`config.mk`:
```
export PLATFORM = sky130hd
export DESIGN_NAME = mps_seq
export DESIGN_NICKNAME = d
export VERILOG_FILES = /design/src/mps_pkg.sv /design/src/mps_pass_det.sv /design/src/mps_seq.sv
export SDC_FILE = /design/constraint.sdc
export NUM_CORES = 1
export LEC_CHECK = 0
export BUFFER_PORTS_ARGS = -buffer_cell sky130_fd_sc_hd__buf_2
export CAP_MARGIN = 40
export CORE_ASPECT_RATIO = 0.7
export CORE_MARGIN = 8
export CORE_UTILIZATION = 58
export CTS_CLUSTER_DIAMETER = 40
export CTS_CLUSTER_SIZE = 20
export DETAILED_ROUTE_END_ITERATION = 16
export HOLD_SLACK_MARGIN = 0.03
export PLACE_DENSITY = 0.86
export SYNTH_ARGS = -nofsm -noshare
export SYNTH_HDL_FRONTEND = slang
export SYNTH_SLANG_ARGS = --single-unit
```
`constraint.sdc`:
```
create_clock -name i_clk -period 6.2 [get_ports i_clk]
set_input_delay 1.24 -clock i_clk [delete_from_list [all_inputs] [get_ports i_clk]]
set_output_delay 1.24 -clock i_clk [all_outputs]
set_load 0.02 [all_outputs]
```
`src/mps_pkg.sv`:
```
// Shared types and constants for the motion program sequencer.
// Assumes one clock (i_clk, 125 MHz) and a synchronous active-high reset.
package mps_pkg;

	// Command opcodes handed over by the program fetch logic
	typedef enum logic [3:0] {
		MPS_OP_NO_ACTION = 4'h0,
		MPS_OP_WAIT_STOP = 4'h1,
		MPS_OP_WAIT_POS = 4'h2,
		MPS_OP_PAUSE = 4'h3,
		MPS_OP_LAUNCH_Y = 4'h4,
		MPS_OP_JOIN_Y = 4'h5,
		MPS_OP_SPEED = 4'h6,
		MPS_OP_SET_POS = 4'h7
	} mps_op_t;

	// Acceleration profile currently used by the motion engine
	typedef enum logic [2:0] {
		MPS_PROF_CONST = 3'h0,
		MPS_PROF_TRAP1 = 3'h1,
		MPS_PROF_TRAP2 = 3'h2,
		MPS_PROF_TRAP3 = 3'h3,
		MPS_PROF_SCURVE1 = 3'h4,
		MPS_PROF_SCURVE2 = 3'h5
	} mps_prof_t;

	// Kind of move that is driving the motor
	typedef enum logic [1:0] {
		MPS_MOVE_OTHER = 2'h0,
		MPS_MOVE_CONT = 2'h1,
		MPS_MOVE_ABS_CONT = 2'h2,
		MPS_MOVE_REL_CONT = 2'h3
	} mps_move_t;

	// Latched error codes
	typedef enum logic [3:0] {
		MPS_ERR_NONE = 4'h0,
		MPS_ERR_WPOS_STOPPED = 4'h1,
		MPS_ERR_WPOS_HALTED = 4'h2,
		MPS_ERR_WPOS_PASSED = 4'h3,
		MPS_ERR_SPD_SCURVE = 4'h4,
		MPS_ERR_SPD_RANGE = 4'h5,
		MPS_ERR_SPD_MOVE = 4'h6,
		MPS_ERR_POS_ROTATING = 4'h7,
		MPS_ERR_WRONG_AXIS = 4'h8,
		MPS_ERR_LABEL = 4'h9,
		MPS_ERR_BAD_OP = 4'hA
	} mps_err_t;

	// Sequencer states, Gray along the usual path
	typedef enum logic [2:0] {
		MPS_ST_IDLE = 3'b000,
		MPS_ST_WSTOP = 3'b001,
		MPS_ST_WPOS = 3'b011,
		MPS_ST_WJOIN = 3'b010,
		MPS_ST_PAUSE = 3'b110
	} mps_state_t;

	localparam int MPS_POS_W = 32;
	localparam int MPS_SPD_W = 19;
	localparam int MPS_LABEL_W = 6;

	// Speed limits per microstep resolution setting
	localparam logic [3:0] MPS_USTEP_1 = 4'h1;
	localparam logic [3:0] MPS_USTEP_2 = 4'h2;
	localparam logic [MPS_SPD_W-1:0] MPS_SPD_MIN = 19'h00001;
	localparam logic [MPS_SPD_W-1:0] MPS_SPD_MAX_1 = 19'h1E848;
	localparam logic [MPS_SPD_W-1:0] MPS_SPD_MAX_2 = 19'h3D090;
	localparam logic [MPS_SPD_W-1:0] MPS_SPD_MAX_N = 19'h7A120;
	localparam logic [MPS_LABEL_W-1:0] MPS_LABEL_NONE = 6'h00;

	// One program line as handed to the sequencer
	typedef struct packed {
		mps_op_t op;
		logic standalone_y;
		logic [MPS_POS_W-1:0] data;
	} mps_cmd_t;

	// Live state reported by the motion engine
	typedef struct packed {
		logic rotating;
		logic dir_neg;
		logic [MPS_POS_W-1:0] position;
		mps_prof_t profile;
		mps_move_t move;
		logic [3:0] microstep;
	} mps_motion_t;

endpackage

```
`src/mps_pass_det.sv`:
```
// Position passage detector for the wait-for-position command.
// Assumes position and target are signed pulse counts on the same scale.
module mps_pass_det
	import mps_pkg::*;
(
	input wire logic [MPS_POS_W-1:0] i_position,
	input wire logic [MPS_POS_W-1:0] i_target,
	input wire logic i_dir_neg,
	output logic o_passed
);
	// Signed views of both counts
	logic signed [MPS_POS_W-1:0] pos_s;
	logic signed [MPS_POS_W-1:0] tgt_s;

	assign pos_s = i_position;
	assign tgt_s = i_target;
	// Reaching the target counts as passing it, in the travel direction
	assign o_passed = i_dir_neg ? (pos_s <= tgt_s) : (pos_s >= tgt_s);
endmodule // mps_pass_det

```
`src/mps_seq.sv`:
```
// Per-axis program command sequencer: waits, pause, axis join, speed and
// position rewrite. Assumes fetch logic, motion engine and host tool all
// run on i_clk; no pin reaches this block directly.

module mps_seq
	import mps_pkg::*;
(
	input wire logic i_clk,
	input wire logic i_reset,
	input wire logic i_axis_is_y,
	input wire logic i_two_axis,
	input wire logic i_cmd_valid,
	input wire mps_pkg::mps_cmd_t i_cmd,
	input wire mps_pkg::mps_motion_t i_motion,
	input wire logic i_continue,
	input wire logic i_abort,
	input wire logic i_prog_start,
	input wire logic i_y_running,
	output logic o_ready,
	output logic o_advance,
	output logic o_error,
	output mps_pkg::mps_err_t o_err_code,
	output logic o_paused,
	output logic o_speed_wr,
	output logic o_speed_ramp,
	output logic [mps_pkg::MPS_SPD_W-1:0] o_speed,
	output logic o_pos_wr,
	output logic [mps_pkg::MPS_POS_W-1:0] o_pos,
	output logic o_y_start,
	output logic [mps_pkg::MPS_LABEL_W-1:0] o_y_label
);
	import mps_pkg::*;

	// Highest accepted speed for a microstep resolution setting
	function automatic logic [MPS_SPD_W-1:0] spd_limit(
		input logic [3:0] ustep);
		logic [MPS_SPD_W-1:0] lim;
		lim = MPS_SPD_MAX_N;
		if (ustep == MPS_USTEP_1) begin
			lim = MPS_SPD_MAX_1;
		end else if (ustep == MPS_USTEP_2) begin
			lim = MPS_SPD_MAX_2;
		end
		return lim;
	endfunction

	// True for either S-curve profile
	function automatic logic is_scurve(input mps_prof_t p);
		return (p == MPS_PROF_SCURVE1) || (p == MPS_PROF_SCURVE2);
	endfunction

	mps_state_t state; // Current sequencer state
	mps_state_t next_state;
	logic [MPS_POS_W-1:0] target; // Latched wait target
	logic [MPS_POS_W-1:0] next_target;
	logic wait_dir_neg; // Direction frozen at the start of a wait
	logic next_wait_dir_neg;
	logic next_advance;
	logic next_error;
	mps_err_t next_err_code;
	mps_err_t fail_code; // Code raised this cycle, if any
	logic next_speed_wr;
	logic next_speed_ramp;
	logic [MPS_SPD_W-1:0] next_speed;
	logic next_pos_wr;
	logic [MPS_POS_W-1:0] next_pos;
	logic next_y_start;
	logic [MPS_LABEL_W-1:0] next_y_label;

	// Decoded conditions
	logic take; // A command is taken this cycle
	logic ignored; // Standalone Y line inside a two-axis program
	logic start_passed; // Target already behind at command start
	logic wait_passed; // Target reached while waiting
	logic [MPS_SPD_W-1:0] req_speed;
	logic speed_high; // Data bits above the speed field are set
	logic speed_ok;
	logic cont_move;
	logic [MPS_LABEL_W-1:0] req_label;
	logic label_ok;

	assign take = (state == MPS_ST_IDLE) && i_cmd_valid && !i_abort;
	assign ignored = i_axis_is_y && i_two_axis && i_cmd.standalone_y;
	assign req_speed = i_cmd.data[MPS_SPD_W-1:0];
	assign speed_high = |i_cmd.data[MPS_POS_W-1:MPS_SPD_W];
	assign speed_ok = !speed_high && (req_speed >= MPS_SPD_MIN)
		&& (req_speed <= spd_limit(i_motion.microstep));
	assign cont_move = (i_motion.move != MPS_MOVE_OTHER);
	assign req_label = i_cmd.data[MPS_LABEL_W-1:0];
	assign label_ok = (req_label != MPS_LABEL_NONE)
		&& !(|i_cmd.data[MPS_POS_W-1:MPS_LABEL_W]);

	// Check at command start, using the live direction
	mps_pass_det u_start_det (
		.i_position(i_motion.position),
		.i_target(i_cmd.data),
		.i_dir_neg(i_motion.dir_neg),
		.o_passed(start_passed)
	);

	// Check while waiting, against the latched target; one cycle of
	// reaction is far inside the few milliseconds the user allows
	mps_pass_det u_wait_det (
		.i_position(i_motion.position),
		.i_target(target),
		.i_dir_neg(wait_dir_neg),
		.o_passed(wait_passed)
	);

	// Next-state and command decode
	always_comb begin
		next_state = state;
		next_target = target;
		next_wait_dir_neg = wait_dir_neg;
		next_advance = 1'b0;
		fail_code = MPS_ERR_NONE;
		next_speed_wr = 1'b0;
		next_speed_ramp = o_speed_ramp;
		next_speed = o_speed;
		next_pos_wr = 1'b0;
		next_pos = o_pos;
		next_y_start = 1'b0;
		next_y_label = o_y_label;
		case (state)
			MPS_ST_IDLE: begin
				if (take && ignored) begin
					next_advance = 1'b1;
				end else if (take) begin
					case (i_cmd.op)
						MPS_OP_NO_ACTION: begin
							next_advance = 1'b1;
						end
						MPS_OP_WAIT_STOP: begin
							// Already stationary means no wait at all
							if (i_motion.rotating) begin
								next_state = MPS_ST_WSTOP;
							end else begin
								next_advance = 1'b1;
							end
						end
						MPS_OP_WAIT_POS: begin
							if (!i_motion.rotating) begin
								fail_code = MPS_ERR_WPOS_STOPPED;
							end else if (start_passed) begin
								fail_code = MPS_ERR_WPOS_PASSED;
							end else begin
								next_target = i_cmd.data;
								next_wait_dir_neg = i_motion.dir_neg;
								next_state = MPS_ST_WPOS;
							end
						end
						MPS_OP_PAUSE: begin
							next_state = MPS_ST_PAUSE;
						end
						MPS_OP_LAUNCH_Y: begin
							// Only the X program may start Y
							if (i_axis_is_y) begin
								fail_code = MPS_ERR_WRONG_AXIS;
							end else if (!label_ok) begin
								fail_code = MPS_ERR_LABEL;
							end else begin
								next_y_start = 1'b1;
								next_y_label = req_label;
								next_advance = 1'b1;
							end
						end
						MPS_OP_JOIN_Y: begin
							if (i_axis_is_y) begin
								fail_code = MPS_ERR_WRONG_AXIS;
							end else if (i_y_running) begin
								next_state = MPS_ST_WJOIN;
							end else begin
								next_advance = 1'b1;
							end
						end
						MPS_OP_SPEED: begin
							// A stopped motor makes the line a no-op
							if (!i_motion.rotating) begin
								next_advance = 1'b1;
							end else if (is_scurve(i_motion.profile)) begin
								fail_code = MPS_ERR_SPD_SCURVE;
							end else if (!cont_move) begin
								fail_code = MPS_ERR_SPD_MOVE;
							end else if (!speed_ok) begin
								fail_code = MPS_ERR_SPD_RANGE;
							end else begin
								next_speed_wr = 1'b1;
								next_speed = req_speed;
								next_speed_ramp = (i_motion.profile
									!= MPS_PROF_CONST);
								next_advance = 1'b1;
							end
						end
						MPS_OP_SET_POS: begin
							// Rewriting counters under motion is refused
							if (i_motion.rotating) begin
								fail_code = MPS_ERR_POS_ROTATING;
							end else begin
								next_pos_wr = 1'b1;
								next_pos = i_cmd.data;
								next_advance = 1'b1;
							end
						end
						default: begin
							fail_code = MPS_ERR_BAD_OP;
						end
					endcase
				end
			end
			MPS_ST_WSTOP: begin
				if (!i_motion.rotating) begin
					next_state = MPS_ST_IDLE;
					next_advance = 1'b1;
				end
			end
			MPS_ST_WPOS: begin
				// Passage is checked first so a stop on the target counts
				if (wait_passed) begin
					next_state = MPS_ST_IDLE;
					next_advance = 1'b1;
				end else if (!i_motion.rotating) begin
					next_state = MPS_ST_IDLE;
					fail_code = MPS_ERR_WPOS_HALTED;
				end
			end
			MPS_ST_WJOIN: begin
				if (!i_y_running) begin
					next_state = MPS_ST_IDLE;
					next_advance = 1'b1;
				end
			end
			MPS_ST_PAUSE: begin
				// Only the host tool's continue or an abort can release a pause
				if (i_continue) begin
					next_state = MPS_ST_IDLE;
					next_advance = 1'b1;
				end
			end
			default: begin
				next_state = MPS_ST_IDLE;
			end
		endcase
		// Abort drops any wait without an answer
		if (i_abort) begin
			next_state = MPS_ST_IDLE;
			next_advance = 1'b0;
			fail_code = MPS_ERR_NONE;
			next_speed_wr = 1'b0;
			next_pos_wr = 1'b0;
			next_y_start = 1'b0;
		end
	end

	// Error flag and code: a new error wins over a program-start clear
	assign next_error = (fail_code != MPS_ERR_NONE);
	assign next_err_code = next_error ? fail_code
		: (i_prog_start ? MPS_ERR_NONE : o_err_code);

	// Sequencer state and wait context
	always_ff @(posedge i_clk) begin
		if (i_reset) begin
			state <= MPS_ST_IDLE;
			target <= '0;
			wait_dir_neg <= 1'b0;
		end else begin
			state <= next_state;
			target <= next_target;
			wait_dir_neg <= next_wait_dir_neg;
		end
	end

	// Registered handshake and status outputs
	always_ff @(posedge i_clk) begin
		if (i_reset) begin
			o_ready <= 1'b0;
			o_advance <= 1'b0;
			o_error <= 1'b0;
			o_err_code <= MPS_ERR_NONE;
			o_paused <= 1'b0;
		end else begin
			o_ready <= (next_state == MPS_ST_IDLE);
			o_advance <= next_advance;
			o_error <= next_error;
			o_err_code <= next_err_code;
			o_paused <= (next_state == MPS_ST_PAUSE);
		end
	end

	// Registered requests to the motion engine and the Y sequencer;
	// an error path never asserts a write, so counters and speed hold
	always_ff @(posedge i_clk) begin
		if (i_reset) begin
			o_speed_wr <= 1'b0;
			o_speed_ramp <= 1'b0;
			o_speed <= '0;
			o_pos_wr <= 1'b0;
			o_pos <= '0;
			o_y_start <= 1'b0;
			o_y_label <= MPS_LABEL_NONE;
		end else begin
			o_speed_wr <= next_speed_wr;
			o_speed_ramp <= next_speed_ramp;
			o_speed <= next_speed;
			o_pos_wr <= next_pos_wr;
			o_pos <= next_pos;
			o_y_start <= next_y_start;
			o_y_label <= next_y_label;
		end
	end
endmodule // mps_seq

```
==> results of run 1 <==
[cells in the mapped netlist, drive strengths merged, types with 2 or more instances]
cell	number
a211oi	6
nor2b	9
inv	73
a21boi	2
o41a	2
xor2	2
buf	9
xnor2	3
a21oi	68
nor3	11
and4	4
nor2	72
mux2i	52
nand2	89
and2	5
clkbuf	24
o31ai	2
or2	2
nor4b	2
or4	2
a31oi	7
o21a	3
or3	5
o211ai	2
nor4	9
o21ai	9
nand2b	6
a21o	13
ha	75
o2111ai	2
dfxtp	105
nand4	19
nand3b	3
a41o	2
and3	7
nand3	24
[power by group]
| part | total [W] | internal, W | switching (W) | leakage [nW] |
|---|---|---|---|---|
| combinational | 0.000202 | 0.0000788 | 0.000123 | 2.55 |
| clock | 0.000563 | 0.000292 | 0.000271 | 0.140 |
| sequential | 0.000678 | 0.000677 | 0.00000156 | 0.846 |
| total | 0.00144 | 0.00105 | 0.000395 | 3.54 |
[logic make-up after synthesis]
family	after synthesis	share of synthesized area
xor gates and xnor gates	5	0.00701
adders and majority gates	75	0.150
DFF	105	0.336
muxes	52	0.0833
buffers and inverters	106	0.0715
AOI/OAI and AO/OA	135	0.140
and+or+nand+nor	273	0.211
[final cells by class]
type                            count  area, sq um
Clock inverter                      5         47.5
Timing Repair Buffer              164          841
Clock buffer                       11          243
Sequential cell                   105         2100
Multi-Input combinational cell    540         3700
Inverter                           73          274
Tap cell                          132          165
Fill cell                         818         3060
[how the worst min path moves through the flow]
| stage | from | to | slack, ns |
|---|---|---|---|
| after global routing | o_pos[27] | o_pos[27] | 0.48 |
| final | o_pos[8] | o_pos[8] | 0.45 |
| after floorplan | target[10] | target[10] | 0.46 |
| after CTS | o_pos[8] | o_pos[8] | 0.45 |
| after detailed placement | o_pos[8] | o_pos[8] | 0.44 |
| after global placement | o_pos[17] | o_pos[17] | 0.44 |
[sequential cells by signal, summed over array words and instances (netlist names)]
name          cells
o_y_start         1
state             3
target           32
o_pos            32
o_speed_ramp      1
o_advance         1
o_speed_wr        1
o_err_code        4
o_y_label         6
o_error           1
o_ready           1
o_pos_wr          1
o_speed          19
o_paused          1
wait_dir_neg      1
[stage by stage]
stage | hold slack (ns) | cells | setup WS [ns]
after floorplan | 0.463 | 751 | 2.42
after global placement | 0.441 | 1014 | 1.62
after detailed placement | 0.444 | 1014 | 1.56
after CTS | 0.454 | 1030 | 1.90
after global routing | 0.482 | 1030 | 1.51
final | 0.454 | 1030 | 1.80
[worst min-delay path: cells and delay by family (launching register included)]
kind	cells	cell delay, ns
simple gates	1	0.05
compound gates	1	0.05
flops	1	0.31
[per-layer routing]
| metal | up-vias | part of all wire | global-route usage | routed length [um] |
|---|---|---|---|---|
| met1 | 2733 | 0.48 | 0.345 | 8760 |
| li1 | 2904 | - | - | - |
| met4 | 0 | 0.013 | 0.0648 | 246 |
| met2 | 295 | 0.41 | 0.390 | 7540 |
| met3 | 27 | 0.092 | 0.0666 | 1690 |
| met5 | - | 0 | 0 | 0 |
==> impl_results.md, run 1 <==
- Crit path capture: o_speed[15]
- Commonest non-fill, non-tap cells in the layout: buf_2, dfxtp_1, nand2_1
- Status: finished clean
- Max Clk Rate: 227 MHz
- Reg2reg end: o_err_code[3]
- # rows: 31
- Die ar.: 0.0144 sq mm
- Critical path depth in cells: 14
- Vias in the first global route: 5,865
- Routed WL: 18,200 um
- Sink Count: 105
- Diodes inserted: 0
- Worst VDD drop: 0.163 mV
- Largest stage delay, worst path: 0.52 ns
- CTS Buf Count: 9
- HPWL after DPL: 14,000 um
- Leading area contributor after synthesis: dfxtp_1
- I/O pin cnt: 158
- WL/cell: 17.7 um
- Setup crit start: i_motion[0]
- Largest net degree at the start of global routing: 62
- WP data arrival: 4.61 ns
- Initial core utilization: 0.599
- Worst Hold Depth: 2
- Slew HR: 0.560
- Final Slew Violations: 0
- Worst setup SP type: input pin
- Clock Root Buffer: clkbuf_16
- Hold crit path type: flop to flop
- WS Path Type: input pin to flop
- Total grt overflow: 0
- Post-synth ARST share: 0
- Synth Cell Area: 0.00625 sq mm
- Overall power: 0.00144 W
- Reg-to-reg startpoint: target[1]
- Count of flip-flops with a built-in enable after synthesis: 0
- First-pass GRT wire length: 29,600 um
- Die Wd: 140 um
- Vias post-DR: 5,959
- Clk_lat worst skew: 0.35 ns
- Commonest non-fill, non-tap cell in the layout: buf_2
- Clk_skew: 0.00511 ns
- Worst R2R Path Depth: 10
- Yosys warning total: 0
- CP Buf/Inv Count: 3
- Post-route ant nets: 0
- GRT Resource Usage Total: 0.253
- Max-Cap Viols: 0
- Crit-path slowest cell: nor4b_1
- Post-Syn Instances: 751
- Register area share after synthesis: 0.336
- Vias per Instance: 5.79
- Main flop type after synthesis: dfxtp_1
- Cell area after layout: 0.00738 sq mm
- Clock buffer depth: 2
- Syn nets: 915
- Setup repair bufs after CTS: 0
- Post-DP Area: 0.00709 sq mm
- Core box area: 0.0104 sq mm
- CP Data Required Time: 6.41 ns
- CTS tree: built
- Synth Area per Inst: 8.32 sq um
- Number of distinct library cells after synthesis: 68
- Clk pin slew, worst setup/hold paths: 0.07 ns
- Crit-path cells: buf_2 > nor4b_1 > inv_1 > nand2_1 > ha_1 > nand4_1 > a211oi_1 > nor4_1 > o2111ai_1 > a211oi_2 > and2_1 > buf_4 > mux2i_1 > nor2_1
- Slew @ Worst Pin: 0.661 ns
- Top post-synthesis cells by area: dfxtp_1, ha_1, mux2i_1, a21oi_1, nand2_1
- Synth-to-layout area growth: 18.1%
- Reg2reg setup slack: 3.28 ns
- # nets final: 1,057
- Pre-antenna DRT Iters: 5
- P per Cell Area: 196 mW/mm^2
- PostCTS Resize Cnt: 0
- RSZ-0062 raised after global routing: no
- Layout cells sized above 1: 0.217
- Initial antenna violation count: 0
- Die height: 103 um
- Placer Congestion: 0.930
- CP delay by family, top: simple AND/OR/NAND/NOR gates
- Crit Path Max Fanout: 21
- Flops & latches, synth: 105
- Share of the synthesized area in the top cell type: 0.336
- Core Util, Final: 0.707
- H-tree depth: 3
- Min cycle time layout: 4.40 ns
- Setup TNS: 0 ns
- Final setup violation count: 0
- Cts-stage hold buffer count: 0
- 1st-iter DRT viols: 467
- I/O Buffers: 157
- Final Hold Viols: 0
- Final period utilization: 0.710
- Setup crit end kind: flop
- DRC viols: 0
- Leakage power: 3.54 nW
(Power assumes the default switching activity.)
==> run 2, diff against run 1 <==
Settings changed: CORE_UTILIZATION 58 to 54, PLACE_DENSITY 0.86 to 0.81.
Clock period 6.2 ns to 4.3 ns, I/O delays scaled along.
==> impl_results.md, run 2 (synthesis results as in run 1) <==
- Setup crit end kind: flop
- Routed wl met2: 7290 um
- Slew @ Worst Pin: 0.696 ns
- Wl on met1: 8780 um
- Total grt overflow: 0
- I/O pin cnt: 158
- Placer Congestion: 0.945
- Synth-to-layout area growth: 19.5%
- # rows: 33
- Cts-stage hold buffer count: 0
- WS Path Type: input pin to flop
- Setup TNS: 0 ns
- I/O Buffers: 157
- Status: finished clean
- Routed WL: 18,000 um
- Final setup violation count: 0
- Layout cells sized above 1: 0.221
- HPWL after DPL: 13,700 um
- Clock buffer depth: 2
- Commonest non-fill, non-tap cells in the layout: buf_2, dfxtp_1, nand2_1
- Final period utilization: 0.876
- Inst Count DP: 1,042
- Max-Cap Viols: 0
- Clk_lat worst skew: 0.35 ns
- Die ar.: 0.0153 sq mm
- CTS tree: built
- GRT Resource Usage Total: 0.233
- Clk pin slew, worst setup/hold paths: 0.08 ns
- P per Cell Area: 281 mW/mm^2
- Vias in the first global route: 5,554
- CTS Buf Count: 9
- Min cycle time layout: 3.77 ns
- Initial core utilization: 0.544
- Post-route ant nets: 0
- Setup repair bufs after CTS: 0
- Final Hold Viols: 0
- DR top layer: met5
- Largest net degree at the start of global routing: 63
- 1st-iter DRT viols: 602
- Met3 wire length: 1800 um
- Slew HR: 0.536
- Vias per Instance: 5.54
- H-tree depth: 3
- Final Slew Violations: 0
- Commonest non-fill, non-tap cell in the layout: buf_2
- Sink Count: 105
- DRC viols: 0
- Clock Root Buffer: clkbuf_16
- Vias post-DR: 5,863
- Initial antenna violation count: 1
- WP data arrival: 3.99 ns
- Leakage power: 3.57 nW
- PostCTS Resize Cnt: 0
- Clk_skew: 0.0115 ns
- Core box area: 0.0115 sq mm
- Worst VDD drop: 0.249 mV
- Worst setup SP type: input pin
- CP Data Required Time: 4.53 ns
- WL/cell: 17.0 um
- # nets final: 1,060
- Die height: 106 um
- Biggest regs: o_pos: 32 flops, target: 32 flops, o_speed: 19 flops
- Pre-antenna DRT Iters: 5
- Crit Path Max Fanout: 21
- Hold crit path type: flop to flop
- RSZ-0062 raised after global routing: no
- Post-route insts no fill: 1,059
- Max Clk Rate: 266 MHz
- Die Wd: 145 um
- First-pass GRT wire length: 28,800 um
run 2: cell count changes in the layout (fill, tap and decap cells not counted):
cell        change
buf_12          +2
clkinv_4        +2
buf_4           +1
clkbuf_1        -1
clkbuf_8        +1
clkinvlp_4      -1
diode_2         +1
inv_8           -1
run 2: where the power goes:
part | internal (W) | total, W | switching [W]
Clock | 0.000435 | 0.000827 | 0.000393
Combinational | 0.000115 | 0.000291 | 0.000176
Sequential | 0.000976 | 0.000978 | 0.00000212
Total | 0.00153 | 0.00210 | 0.000570
run 2: per-layer routing:
metal  track usage  vias up
met5             0        -
met4        0.0400        2
met3        0.0734       11
met2         0.337      234
met1         0.334     2709
li1              -     2907
run 2: path summary, 6_finish.rpt:
kind / startpoint / slack, ns / cells after the start / to
max: i_motion[0] / 0.53 / 14 / o_speed[18]
min: o_pos[12] / 0.45 / 2 / o_pos[12]
max reg2reg: target[1] / 1.43 / 10 / o_err_code[3]
min reg2reg: o_pos[12] / 0.45 / 2 / o_pos[12]
run 2: final cells by class:
cell class	instances	area, sq um
timing repair buffer	167	888
tap	157	196
inverter	73	274
sequential	105	2100
antenna	1	2.50
fill	988	4010
multi-input combinational	540	3700
clock inverter	5	46.3
clock buffer	11	253
run 2: metrics by stage:
step	power, W	cell area, sq um	setup WS [ns]	hold WS [ns]	utilization
CTS	0.00211	7460	0.589	0.455	0.650
global placement	0.00128	7160	0.351	0.439	0.624
detailed placement	0.00128	7160	0.260	0.445	0.624
global route	0.00218	7460	0.285	0.467	0.650
floorplan	0.00116	6250	0.902	0.463	-
finish	0.00210	7470	0.535	0.454	0.650
run 2: worst max-delay path, stage by stage:
cell and delay [ns]:
buf_2 0.10, nor4b_1 0.57, inv_1 0.22, nand2_1 0.20, ha_1 0.27, o21ai_0 0.09
nor2_1 0.06, nor4_1 0.24, o2111ai_1 0.28, a211oi_2 0.35, and2_1 0.22, buf_12 0.21
mux2i_1 0.23, nor2_1 0.07
==> run 3, diff against run 2 <==
Settings changed: CORE_UTILIZATION 54 to 40, PLACE_DENSITY 0.81 to 0.65.
==> impl_results.md, run 3 (synthesis results as in run 1) <==
- Status: finished clean
- Post-DP Area: 0.00721 sq mm
- Final period utilization: 0.897
- Vias in the first global route: 5,692
- Clock Root Buffer: clkbuf_16
- Min cycle time layout: 3.86 ns
- Initial core utilization: 0.406
- Worst setup SP type: input pin
- Max Clk Rate: 259 MHz
- GRT Resource Usage Total: 0.187
- Layout cells sized above 1: 0.217
- Commonest non-fill, non-tap cells in the layout: buf_2, dfxtp_1, nand2_1
- RSZ-0062 raised after global routing: no
- Max-Cap Viols: 0
- Commonest non-fill, non-tap cell in the layout: buf_2
- Synth-to-layout area growth: 19.8%
- Final setup violation count: 0
- Setup TNS: 0 ns
- Worst R2R Path Depth: 10
- Crit Path Max Fanout: 21
- Worst VDD drop: 0.173 mV
- WL/cell: 17.0 um
- Reg2reg setup slack: 1.51 ns
- Post-Place Setup Slack: 0.248 ns
- Clk pin slew, worst setup/hold paths: 0.07 ns
- Hold crit path type: flop to flop
- Hold Path End: o_y_label[0]
- Total grt overflow: 0
- HPWL after DPL: 14,400 um
- Reg2reg end: o_pos[11]
- WP data arrival: 4.07 ns
- Setup repair bufs after CTS: 0
- I/O pin cnt: 158
- Worst Hold Depth: 2
- Die ar.: 0.0199 sq mm
- Clk_skew: 0.0101 ns
- # nets final: 1,057
- CTS tree: built
- Diodes inserted: 0
- 1st-iter DRT viols: 323
- Post-route ant nets: 0
- Vias post-DR: 5,761
- Min-delay src: o_y_label[0]
- Cell area after layout: 0.00748 sq mm
- Sink Count: 105
- Largest net degree at the start of global routing: 50
- Biggest regs: o_pos: 32 flops, target: 32 flops, o_speed: 19 flops
- Core Util, Final: 0.486
- Clk_lat worst skew: 0.35 ns
- Die height: 121 um
- Cts-stage hold buffer count: 0
- CTS Buf Count: 9
- # rows: 38
- First-pass GRT wire length: 30,000 um
- Reg-to-reg startpoint: state[1]
- Die Wd: 165 um
- I/O Buffers: 157
- Final Slew Violations: 0
- Slew @ Worst Pin: 0.778 ns
- Pre-antenna DRT Iters: 7
- P per Cell Area: 277 mW/mm^2
- Slew HR: 0.479
- Routed WL: 18,700 um
- Vias per Instance: 5.25
- CP Data Required Time: 4.51 ns
- Core box area: 0.0154 sq mm
- Final worst setup slack: 0.441 ns
- Placer Congestion: 0.864
- H-tree depth: 3
- Clock buffer depth: 2
- Initial antenna violation count: 2
- Setup crit end kind: flop
- Final Hold Viols: 0
- PostCTS Resize Cnt: 0
- DRC viols: 0
- WS Path Type: input pin to flop
- Leakage power: 3.55 nW
## run 3: cell type report
type	count	area, sq um
clock buffers	9	225
inverters	73	274
multi-input cells	540	3700
flip-flops and latches	105	2100
clock inverters	6	51.3
repair buffers	164	878
fillers	1586	7920
well taps	200	250
## run 3: where the power goes
part | switching, W | total [W] | internal (W)
sequential | 0.00000214 | 0.000978 | 0.000976
combinational | 0.000175 | 0.000288 | 0.000113
clock | 0.000404 | 0.000805 | 0.000401
total | 0.000581 | 0.00207 | 0.00149
## run 3: layer usage
metal,share of wire,GRT usage,vias to the layer above
li1,-,-,2902
met1,0.52,0.277,2665
met2,0.39,0.262,178
met3,0.087,0.0557,12
met4,0.0055,0.0345,4
met5,0.0011,0,-
## run 3: how the worst max path moves through the flow
| stage | startpoint | endpoint | slack (ns) | cells past startpoint |
|---|---|---|---|---|
| floorplan | i_motion[1] | o_speed[10] | 0.90 | 12 |
| global placement | i_motion[0] | o_speed[18] | 0.35 | 14 |
| detailed placement | i_motion[0] | o_speed[8] | 0.25 | 14 |
| CTS | i_motion[0] | o_speed[8] | 0.55 | 14 |
| global route | i_motion[0] | o_speed[8] | 0.16 | 14 |
| finish | i_motion[0] | o_speed[17] | 0.44 | 14 |
## run 3: through the flow
| step | instances | total power (W) | hold WS (ns) |
|---|---|---|---|
| 2_1_floorplan | 751 | 0.00116 | 0.463 |
| 3_3_place_gp | 1082 | 0.00129 | 0.441 |
| 3_5_place_dp | 1082 | 0.00129 | 0.446 |
| 4_1_cts | 1097 | 0.00209 | 0.455 |
| 5_1_grt | 1097 | 0.00217 | 0.470 |
| 6_report | 1097 | 0.00207 | 0.453 |
## run 3: worst max-delay path, stage by stage
cell       delay (ns)
buf_2            0.10
nor4b_1          0.57
inv_1            0.23
nand2_1          0.19
ha_1             0.27
nand4_1          0.14
a211oi_1         0.07
nor4_1           0.20
o2111ai_1        0.33
a211oi_2         0.39
and2_1           0.23
buf_12           0.21
mux2i_1          0.21
nor2_1           0.05
